==> src/hdl/host_address_decoder_defines.vh <==
// constants for the host address decoder
`ifndef HOST_ADDRESS_DECODER_DEFINES_VH
`define HOST_ADDRESS_DECODER_DEFINES_VH
`define ADDR_RESET 20'h00000
`define STROBE_RESET 5'h1F
`define STRAP_RESET 10'h100
`define SEG_C0000 6'h30
`define SEG_C4000 6'h31
`define SEG_CC000 6'h33
`define SEG_D0000 6'h34
`define SEG_D4000 6'h35
`define SEG_D8000 6'h36
`define SEG_DC000 6'h37
`define SEG_E0000 6'h38
`define IO_260 8'h26
`define IO_290 8'h29
`define IO_2E0 8'h2E
`define IO_2F0 8'h2F
`define IO_300 8'h30
`define IO_350 8'h35
`define IO_380 8'h38
`define IO_3E0 8'h3E
`endif

==> src/hdl/host_address_decoder.v <==
// host address decoder for RAM, boot ROM and io windows
//
// The plain strobed port and the address map were chosen for this implementation.
`timescale 1ns/1ps
`include "host_address_decoder_defines.vh"
module host_address_decoder
(
  // clock and reset
  input wire clk,
  input wire resetn,
  // host bus
  input wire [19:0] host_addr,
  input wire aen,
  input wire mem_rd_n,
  input wire mem_wr_n,
  input wire io_rd_n,
  input wire io_wr_n,
  // straps
  input wire [4:0] mem_window_strap,
  input wire [2:0] io_window_strap,
  input wire boot_rom_decode_en_n,
  input wire rom_16k_mode,
  // decode outputs
  output reg ram_select,
  output reg io_select,
  output reg boot_rom_select_n,
  output reg low_byte_xcvr_dir_n,
  output reg chrdy_enable
);

  ////////////////////////////////////////////////////////////////
  // strap to segment code (address bits 19..14)
  function [5:0] seg_code;
    input [2:0] s;
    begin
      case (s)
        3'h0: seg_code = `SEG_C0000;
        3'h1: seg_code = `SEG_C4000;
        3'h2: seg_code = `SEG_CC000;
        3'h3: seg_code = `SEG_D0000;
        3'h4: seg_code = `SEG_D4000;
        3'h5: seg_code = `SEG_D8000;
        3'h6: seg_code = `SEG_DC000;
        default: seg_code = `SEG_E0000;
      endcase
    end
  endfunction

  // io strap to address bits 11..4
  function [7:0] io_code;
    input [2:0] s;
    begin
      case (s)
        3'h0: io_code = `IO_260;
        3'h1: io_code = `IO_290;
        3'h2: io_code = `IO_2E0;
        3'h3: io_code = `IO_2F0;
        3'h4: io_code = `IO_300;
        3'h5: io_code = `IO_350;
        3'h6: io_code = `IO_380;
        default: io_code = `IO_3E0;
      endcase
    end
  endfunction

  // strap to nine-bit RAM match for address bits 19..11
  function [8:0] ram_code;
    input [4:0] s;
    begin
      ram_code = {seg_code(s[4:2]), 1'h0, s[1:0]};
    end
  endfunction

  // strap to seven-bit ROM match for address bits 19..13
  function [6:0] rom_code;
    input [4:0] s;
    begin
      rom_code = {seg_code(s[4:2]), 1'h1};
    end
  endfunction

  // io strap to twelve-bit match for address bits 15..4
  function [11:0] io_code12;
    input [2:0] s;
    begin
      io_code12 = {4'h0, io_code(s)};
    end
  endfunction

  ////////////////////////////////////////////////////////////////
  // two-stage synchronisers: only the second stage is read
  reg [19:0] addr1_reg;
  reg [19:0] addr2_reg;
  // host address synchroniser
  always @(posedge clk)
  begin
    if (!resetn)
    begin
      addr1_reg <= `ADDR_RESET;
      addr2_reg <= `ADDR_RESET;
    end
    else
    begin
      addr1_reg <= host_addr;
      addr2_reg <= addr1_reg;
    end
  end

  reg [4:0] stb1_reg;
  reg [4:0] stb2_reg;
  // strobe and aen synchroniser, idle while in reset
  always @(posedge clk)
  begin
    if (!resetn)
    begin
      stb1_reg <= `STROBE_RESET;
      stb2_reg <= `STROBE_RESET;
    end
    else
    begin
      stb1_reg <= {io_wr_n, io_rd_n, mem_wr_n, mem_rd_n, aen};
      stb2_reg <= stb1_reg;
    end
  end

  reg [9:0] strap1_reg;
  reg [9:0] strap2_reg;
  // strap synchroniser, boot ROM off while in reset
  always @(posedge clk)
  begin
    if (!resetn)
    begin
      strap1_reg <= `STRAP_RESET;
      strap2_reg <= `STRAP_RESET;
    end
    else
    begin
      strap1_reg <= {rom_16k_mode, boot_rom_decode_en_n, io_window_strap,
        mem_window_strap};
      strap2_reg <= strap1_reg;
    end
  end

  // synchronised views of the pins
  wire [19:0] a = addr2_reg;
  wire aen_s = stb2_reg[0];
  wire mrd_n = stb2_reg[1];
  wire mwr_n = stb2_reg[2];
  wire ird_n = stb2_reg[3];
  wire iwr_n = stb2_reg[4];
  wire [4:0] ms = strap2_reg[4:0];
  wire [2:0] ios = strap2_reg[7:5];
  wire rom_dis = strap2_reg[8];
  wire m16 = strap2_reg[9];

  ////////////////////////////////////////////////////////////////
  // window matches
  wire [8:0] ram_match = ram_code(ms);
  wire [6:0] rom_match = rom_code(ms);
  wire [11:0] io_match = io_code12(ios);
  wire ram_hit = (a[19:11] == ram_match);
  wire rom_hit8 = (a[19:13] == rom_match);
  wire rom_hit16 = (a[19:14] == seg_code(ms[4:2]));
  wire rom_hit = (m16 ? rom_hit16 : rom_hit8) & ~rom_dis;
  wire io_hit = (a[15:4] == io_match);

  // cycle qualification from the synchronised strobes
  wire mem_cyc = ~mrd_n | ~mwr_n;
  wire io_cyc = ~aen_s & (~ird_n | ~iwr_n);
  wire rom_claim = mem_cyc & rom_hit;
  wire ram_claim = mem_cyc & ram_hit & ~(m16 & rom_hit);
  wire io_claim = io_cyc & io_hit;

  ////////////////////////////////////////////////////////////////
  // next values of the decode outputs
  reg ram_select_next;
  reg io_select_next;
  reg boot_rom_select_n_next;
  reg low_byte_xcvr_dir_n_next;
  reg chrdy_enable_next;
  // each claim drives its select, ready and, on reads, the direction
  always @*
  begin
    ram_select_next = 1'h0;
    io_select_next = 1'h0;
    boot_rom_select_n_next = 1'h1;
    low_byte_xcvr_dir_n_next = 1'h1;
    chrdy_enable_next = 1'h0;
    if (rom_claim)
    begin
      boot_rom_select_n_next = 1'h0;
      chrdy_enable_next = 1'h1;
      low_byte_xcvr_dir_n_next = low_byte_xcvr_dir_n_next & mrd_n;
    end
    if (ram_claim)
    begin
      ram_select_next = 1'h1;
      chrdy_enable_next = 1'h1;
      low_byte_xcvr_dir_n_next = low_byte_xcvr_dir_n_next & mrd_n;
    end
    if (io_claim)
    begin
      io_select_next = 1'h1;
      chrdy_enable_next = 1'h1;
      low_byte_xcvr_dir_n_next = low_byte_xcvr_dir_n_next & ird_n;
    end
  end

  ////////////////////////////////////////////////////////////////
  // registered decode outputs
  always @(posedge clk)
  begin
    if (!resetn)
    begin
      ram_select <= 1'h0;
      io_select <= 1'h0;
      boot_rom_select_n <= 1'h1;
      low_byte_xcvr_dir_n <= 1'h1;
      chrdy_enable <= 1'h0;
    end
    else
    begin
      ram_select <= ram_select_next;
      io_select <= io_select_next;
      boot_rom_select_n <= boot_rom_select_n_next;
      low_byte_xcvr_dir_n <= low_byte_xcvr_dir_n_next;
      chrdy_enable <= chrdy_enable_next;
    end
  end

endmodule // host_address_decoder

==> config.mk <==
export PLATFORM = sky130hd
export DESIGN_NAME = host_address_decoder
export DESIGN_NICKNAME = d
export VERILOG_FILES = /design/src/hdl/host_address_decoder.v
export VERILOG_INCLUDE_DIRS = /design/src /design/src/hdl
export SDC_FILE = /design/constraint.sdc
export NUM_CORES = 1
export LEC_CHECK = 0
export BUFFER_PORTS_ARGS = -buffer_cell sky130_fd_sc_hd__buf_2
export CAP_MARGIN = 0
export CORE_ASPECT_RATIO = 0.5
export CORE_UTILIZATION = 50
export DETAILED_ROUTE_END_ITERATION = 8
export PLACE_DENSITY = 0.84
export SLEW_MARGIN = 15
export SYNTH_ARGS = -nofsm -noshare
export SYNTH_HDL_FRONTEND = slang
export SYNTH_SLANG_ARGS = --single-unit
==> constraint.sdc <==
create_clock -name clk -period 1.87 [get_ports clk]
set_input_delay 0.187 -clock clk [delete_from_list [all_inputs] [get_ports clk]]
set_output_delay 0.187 -clock clk [all_outputs]
set_load 0.01 [all_outputs]
After elaboration in Yosys (flattened, before gate mapping)
Cells that the tools add are included.
{ "totals": {"word_cells": 59, "register_bits": 75, "out_inout_bits": 5, "inputBits": 37} }
{ "op_classes": {"n_eq_ne": 16, "n_bitwise": 18, "reduce_logical": 2, "mux": 12} }
{ "op_table": {"columns": ["op", "count"], "rows": [
  ["case mux 5 bit (7 select lines)", 1],
  ["case mux 4 bit (7 select lines)", 1],
  ["equality test 3 bit, second input constant", 6],
  ["equality test 12 x 8 -> 1 bit", 1],
  ["equality test 3 x 2 -> 1 bit, second input constant", 4],
  ["2-to-1 mux 1 bit", 10],
  ["bitwise AND 1 bit", 9],
  ["equality test 9 bit", 1],
  ["equality test 7 bit", 1],
  ["NOT 1 bit", 7],
  ["equality test 3 x 1 -> 1 bit, second input constant", 2],
  ["equality test 6 bit", 1],
  ["logical NOT 3 bit", 2],
  ["bitwise OR 1 bit", 2]
]} }

Longest topological paths before layout
Gate-level depths: netlist of the first run.
{ "logic_depth": {"depth_word": 11, "mapped_depth": 5, "mapped_depth_nobuf": 5} }

Least setup slack after synthesis of the first run
Ideal clock, no wire load.
{ "synth_path": {"kind": "reg2reg", "startpoint": "register strap2_reg[5]", "endpoint": "register low_byte_xcvr_dir_n", "arrival_ns": 1.439, "setup_slack_ns": 0.292, "synth_period_minus_slack_ns": 1.578, "stages_incl_launch_ff": 6, "n_path_buf": 0, "t_required_ns": 1.731, "setup_ns": 0.139, "path_cell_list": "dfxtp_1 or4b_1 a31oi_1 o21bai_1 a211o_1 a2bb2oi_1"} }
{ "synth_between": {"elab_chain_len": 5, "word_cells_on_any_way": 11, "cone_classes": "eq/ne: 7; mux: 2; bitwise: 1; reduce/logical: 1"} }
{ "synth_rtl": {"columns": ["element", "line", "text"], "rows": [
  ["start: declaration", "host_address_decoder.v:127", "reg [9:0] strap2_reg;"],
  ["start signal: assignment", "host_address_decoder.v:134", "strap2_reg <= `STRAP_RESET;"],
  ["start signal: assignment", "host_address_decoder.v:140", "strap2_reg <= strap1_reg;"],
  ["equality test 3 bit, or another cell as far along", "host_address_decoder.v:53", "case (s)"],
  ["case mux 5 bit (7 select lines) (*)", "host_address_decoder.v:53", null],
  ["equality test 12 x 8 -> 1 bit (*)", "host_address_decoder.v:165", "wire io_hit = (a[15:4] == io_match);"],
  ["bitwise AND 1 bit (*)", "host_address_decoder.v:172", "wire io_claim = io_cyc & io_hit;"],
  ["2-to-1 mux 1 bit (*)", "host_address_decoder.v:201", "if (io_claim)"],
  ["end signal: assignment", "host_address_decoder.v:226", "low_byte_xcvr_dir_n <= low_byte_xcvr_dir_n_next;"],
  ["end: declaration", "host_address_decoder.v:27", "output reg low_byte_xcvr_dir_n,"]
]} }
Every way passes the cells marked *; elsewhere a longest branch is shown, timed or not.
A chain may end at the register's enable or synchronous reset.

Worst setup path in the final report of the first run
{ "layout_path": {"startpoint": "register strap2_reg[7]", "endpoint": "register low_byte_xcvr_dir_n"} }
Same word-level chain as after synthesis.

==> flow_metrics.tcl, run 1 <==
set metrics [dict create \
    clk_path_buf_depth 2 \
    io_buffers 37 \
    final_hold_viol_count 0 \
    yosysWarnings 0 \
    worst_slew_pin_slew_ns 0.603 \
    clockRootBuffer "clkbuf_8" \
    fin_crit_ns 1.72 \
    cp.required_ns 2.06 \
    critPathMaxFanout 8 \
    synth_most_common_cell "dfxtp_1" \
    placed_area_um2 2350 \
    criticalPathCategory "reg -> reg" \
    synth-edff-count 0 \
    grt_usage 0.159 \
    yosysTopAreaCellShare 0.635 \
    layout-drive-gt1-share 0.221 \
    num_rows 16 \
    overflow 0 \
    critPathLaunchType "register" \
    maxCapViolCount 0 \
    yosys.area.top_type "dfxtp_1" \
    nets 265 \
    route.detailed.drc 0 \
    postCtsSetupRepairBufs 0 \
    ys_ff_latch 67 \
    wl_per_cell_um 10.9 \
    min_period_over_period 0.921 \
    fin_skew_ns 0.00426 \
    arrival_ns 1.91 \
    worstSetupStartpoint "strap2_reg[7]" \
    synth.area.top_cells "dfxtp_1, and2_1, nand2b_1, xnor2_1, clkbuf_1" \
    drtPass1Iterations 4 \
    die_h_um 48.0 \
    antenna_found_initial 0 \
    cts_resized 0 \
    syn_avg_cell_area_um2 11.4 \
    peakVddDrop_uv 553 \
    r2r_cells 5 \
    dieArea_um2 4500 \
    r2r-start "strap2_reg[7]" \
    path_clk_slew_ns 0.06 \
    end_kind "register" \
    fin_cells 285 \
    timing.rr.end "low_byte_xcvr_dir_n" \
    hold_path.class "in -> reg" \
    cellLeakagePower_nw 1.05 \
    ys.flop_type "dfxtp_1" \
    rsz0062_at_grt "no" \
    grt_pass1_vias 1189 \
    synth_area_um2 2110 \
    grt_pass1_wl_um 4840 \
    cts_tree "built" \
    wl_um 3100 \
    antenna_left 0 \
    fin_hold_ws_ns 0.0333 \
    core_um2 3960 \
    clock.fmax_mhz 581 \
    areaGrowthSynthToFinish_pct 19.0 \
    syn_nets 223 \
    reg2reg_slack_ns 0.15 \
    die_x_um 93.9 \
    syn_inst 186 \
    power.density_nw_per_um2 1050 \
    start_util 0.533 \
    setup_violations 0 \
    status "finished clean" \
    cp-endpoint "low_byte_xcvr_dir_n" \
    place_hpwl_um 2160 \
    fin_tns_setup_ns 0 \
    synth_common_cells "dfxtp_1, and2_1, nand2b_1" \
    cts.sinks 67 \
    synth.distinct_cells 33 \
    n_antenna_cell 0 \
    placed_cells 271 \
    hold_buffers 0 \
    dp_slack_ns 0.168 \
    vias 1350 \
    drv_slew 0 \
    ioPinCount 42 \
    clk_latency_ns 0.33 \
    place.gp.congestion 0.733 \
    async_reset_ff_frac 0 \
    drt_iter0_markers 47 \
    cts_max_level 3 \
    ys_seq_area_frac 0.635 \
    relSlewSlack 0.592 \
    fin_ws_ns 0.148 \
    design_area_um2 2510 \
    cts_made_buffers 9 \
    vias_per_cell 4.74 \
    grt_start_max_net_pins 66 \
]
==> worst max-delay path, stage by stage (launching register included) <==
cell,delay [ns]
dfxtp_1,0.44
or4b_1,0.45
a31oi_1,0.14
o21bai_1,0.09
a211o_1,0.32
a2bb2oi_1,0.15
==> kinds of logic after synthesis <==
family | count (synthesis) | synth area share
and+or+nand+nor | 92 | 0.279
DFF | 67 | 0.635
AOI/OAI and AO/OA | 11 | 0.0385
xor gates and xnor gates | 8 | 0.0332
buffers and inverters | 8 | 0.0142
==> metrics by stage <==
| step | total power (W) | util |
|---|---|---|
| 6_report | 0.00264 | 0.634 |
| 3_3_place_gp | 0.00167 | 0.592 |
| 3_5_place_dp | 0.00168 | 0.592 |
| 2_1_floorplan | 0.00162 | - |
| 4_1_cts | 0.00268 | 0.634 |
| 5_1_grt | 0.00278 | 0.634 |
==> cell type report <==
class / count / area (um2)
Clock inverter: 2 / 12.5
Inverter: 1 / 3.75
Tap cell: 54 / 67.6
Timing Repair Buffer: 38 / 193
Clock buffer: 12 / 155
Fill cell: 329 / 1450
Sequential cell: 67 / 1340
Multi-Input combinational cell: 111 / 741
==> power breakdown <==
| part | switching [W] | leakage [nW] | internal [W] |
|---|---|---|---|
| Clock | 0.000460 | 0.0843 | 0.000536 |
| Combinational | 0.0000502 | 0.416 | 0.0000746 |
| Sequential | 0.0000271 | 0.554 | 0.00149 |
==> routing by layer <==
metal | wire length, um | up-vias | GRT usage
met5 | 0 | - | 0
met4 | 37 | 0 | 0.0831
met3 | 303 | 4 | 0.100
met2 | 1430 | 47 | 0.272
met1 | 1330 | 603 | 0.159
li1 | - | 696 | -
==> cells in the final DEF, fill, tap and decap left out, drive strengths merged, types with 3 or more instances in the layout <==
cell type / count
and2: 50
nand2b: 12
buf: 38
clkbuf: 12
nand2: 5
xnor2: 6
dfxtp: 67
nand4: 3
==> how the worst min path moves through the flow <==
stage                          from             to  slack [ns]  cells past startpoint
2_1_floorplan                   aen    stb1_reg[0]        0.29                      1
3_3_place_gp                io_wr_n    stb1_reg[4]        0.37                      2
3_5_place_dp                io_rd_n    stb1_reg[3]        0.37                      2
4_1_cts        boot_rom_decode_en_n  strap1_reg[8]        0.01                      2
5_1_grt                     io_rd_n    stb1_reg[3]        0.02                      2
6_report       boot_rom_decode_en_n  strap1_reg[8]        0.03                      2
(Power assumes the default switching activity.)
==> inputs of run 2 (changes only) <==
- PLACE_DENSITY: 0.84 -> 0.74
==> flow_metrics.tcl, run 2 (synthesized netlist as in run 1, its figures left out) <==
set metrics [dict create \
    status "finished clean" \
    vias_per_cell 4.59 \
    path_clk_slew_ns 0.07 \
    place_hpwl_um 2040 \
    overflow 0 \
    ioPinCount 42 \
    cp.required_ns 2.05 \
    start_util 0.533 \
    vias 1318 \
    drv_slew 0 \
    fin_crit_ns 1.74 \
    n_antenna_cell 0 \
    mostFrequentLayoutCell "dfxtp_1" \
    cts_made_buffers 9 \
    antenna_left 0 \
    post-route-util 0.640 \
    grt_start_max_net_pins 66 \
    cellLeakagePower_nw 1.06 \
    critPathMaxFanout 7 \
    cts_max_level 3 \
    clk_path_buf_depth 2 \
    grt_pass1_vias 1111 \
    drtPass1Iterations 4 \
    critPathLaunchType "register" \
    cp_slowest_cell "or4b_1" \
    cts.sinks 67 \
    route.detailed.drc 0 \
    final_cell_mix "dfxtp_1, and2_1, buf_2" \
    io_buffers 37 \
    worst_slew_pin_slew_ns 0.696 \
    criticalPathCategory "reg -> reg" \
    place.gp.congestion 0.755 \
    nets 265 \
    relSlewSlack 0.529 \
    fin_tns_setup_ns 0 \
    grt_pass1_wl_um 4610 \
    peakVddDrop_uv 582 \
    core_um2 3960 \
    die_x_um 93.9 \
    clk_latency_ns 0.34 \
    layout-drive-gt1-share 0.236 \
    end_kind "register" \
    areaGrowthSynthToFinish_pct 20.0 \
    cts_tree "built" \
    setup_violations 0 \
    antenna_found_initial 0 \
    drt_iter0_markers 53 \
    power.density_nw_per_um2 1070 \
    wl_per_cell_um 10.5 \
    final_hold_viol_count 0 \
    min_period_over_period 0.928 \
    clockRootBuffer "clkbuf_8" \
    crit_path_cell_trace "or4b_1 -> a31oi_1 -> o21bai_1 -> a211o_1 -> a2bb2oi_1" \
    max_stage_delay_ns 0.52 \
    hold_path.class "in -> reg" \
    fin_skew_ns 0.00785 \
    wl_um 3030 \
    num_rows 16 \
    maxCapViolCount 0 \
    arrival_ns 1.92 \
    dieArea_um2 4500 \
    die_h_um 48.0 \
    rsz0062_at_grt "no" \
    grt_usage 0.155 \
    clock.fmax_mhz 576 \
]
==> run 2: cell types whose count changed in the layout (fill, tap and decap cells not counted), sizes merged <==
cell | before | now
inv | 1 | 2
clkbuf | 12 | 11
clkinvlp | 1 | 3
==> run 2: cell type report <==
class | instances | area [um2]
fill | 341 | 1430
sequential | 67 | 1340
multi-input combinational | 111 | 741
timing repair buffer | 38 | 193
clock buffer | 11 | 151
tap | 54 | 67.6
clock inverter | 5 | 36.3
inverter | 1 | 3.75
==> run 2: path summary, 6_finish.rpt <==
kind,cells past startpoint,start,endpoint,slack [ns]
setup / recovery,5,strap2_reg[5],low_byte_xcvr_dir_n,0.13
hold / removal,2,aen,stb1_reg[0],0.03
setup reg to reg,5,strap2_reg[5],low_byte_xcvr_dir_n,0.13
hold reg to reg,1,strap1_reg[8],strap2_reg[8],0.41
==> run 2: what timing repair did <==
item | CTS | global route
resized for setup | 0 | 1
hold buffers | 0 | 0
endpoints found under the setup margin | 0 | 1
setup buffers | 0 | 0
==> run 2: report_power, final <==
part	switching [W]	leakage (nW)	total (W)	internal [W]
Clock	0.000523	0.0880	0.00108	0.000554
Combinational	0.0000496	0.416	0.000124	0.0000745
Sequential	0.0000269	0.554	0.00152	0.00149
==> run 2: metal layers <==
| layer | global-route usage | share of wire |
|---|---|---|
| met5 | 0 | 0 |
| met4 | 0.0738 | 0.0083 |
| met3 | 0.114 | 0.064 |
| met2 | 0.254 | 0.44 |
| met1 | 0.155 | 0.49 |
==> run 2: per-stage QoR <==
step	setup WS (ns)	area [um2]	total power (W)	hold slack, ns	cells
after floorplan	0.292	2110	0.00162	0.288	186
after global placement	0.190	2350	0.00167	0.366	271
after detailed placement	0.133	2350	0.00167	0.371	271
after CTS	0.117	2530	0.00276	0.00359	287
after global routing	0.0415	2530	0.00285	0.00481	287
final	0.135	2530	0.00272	0.0259	287
==> run 2: critical path, delay by kind of cell (launching register included) <==
| family | cells | cell delay, ns |
|---|---|---|
| AO/OA/AOI/OAI | 4 | 0.70 |
| flip-flops | 1 | 0.36 |
| AND/OR/NAND/NOR | 1 | 0.52 |
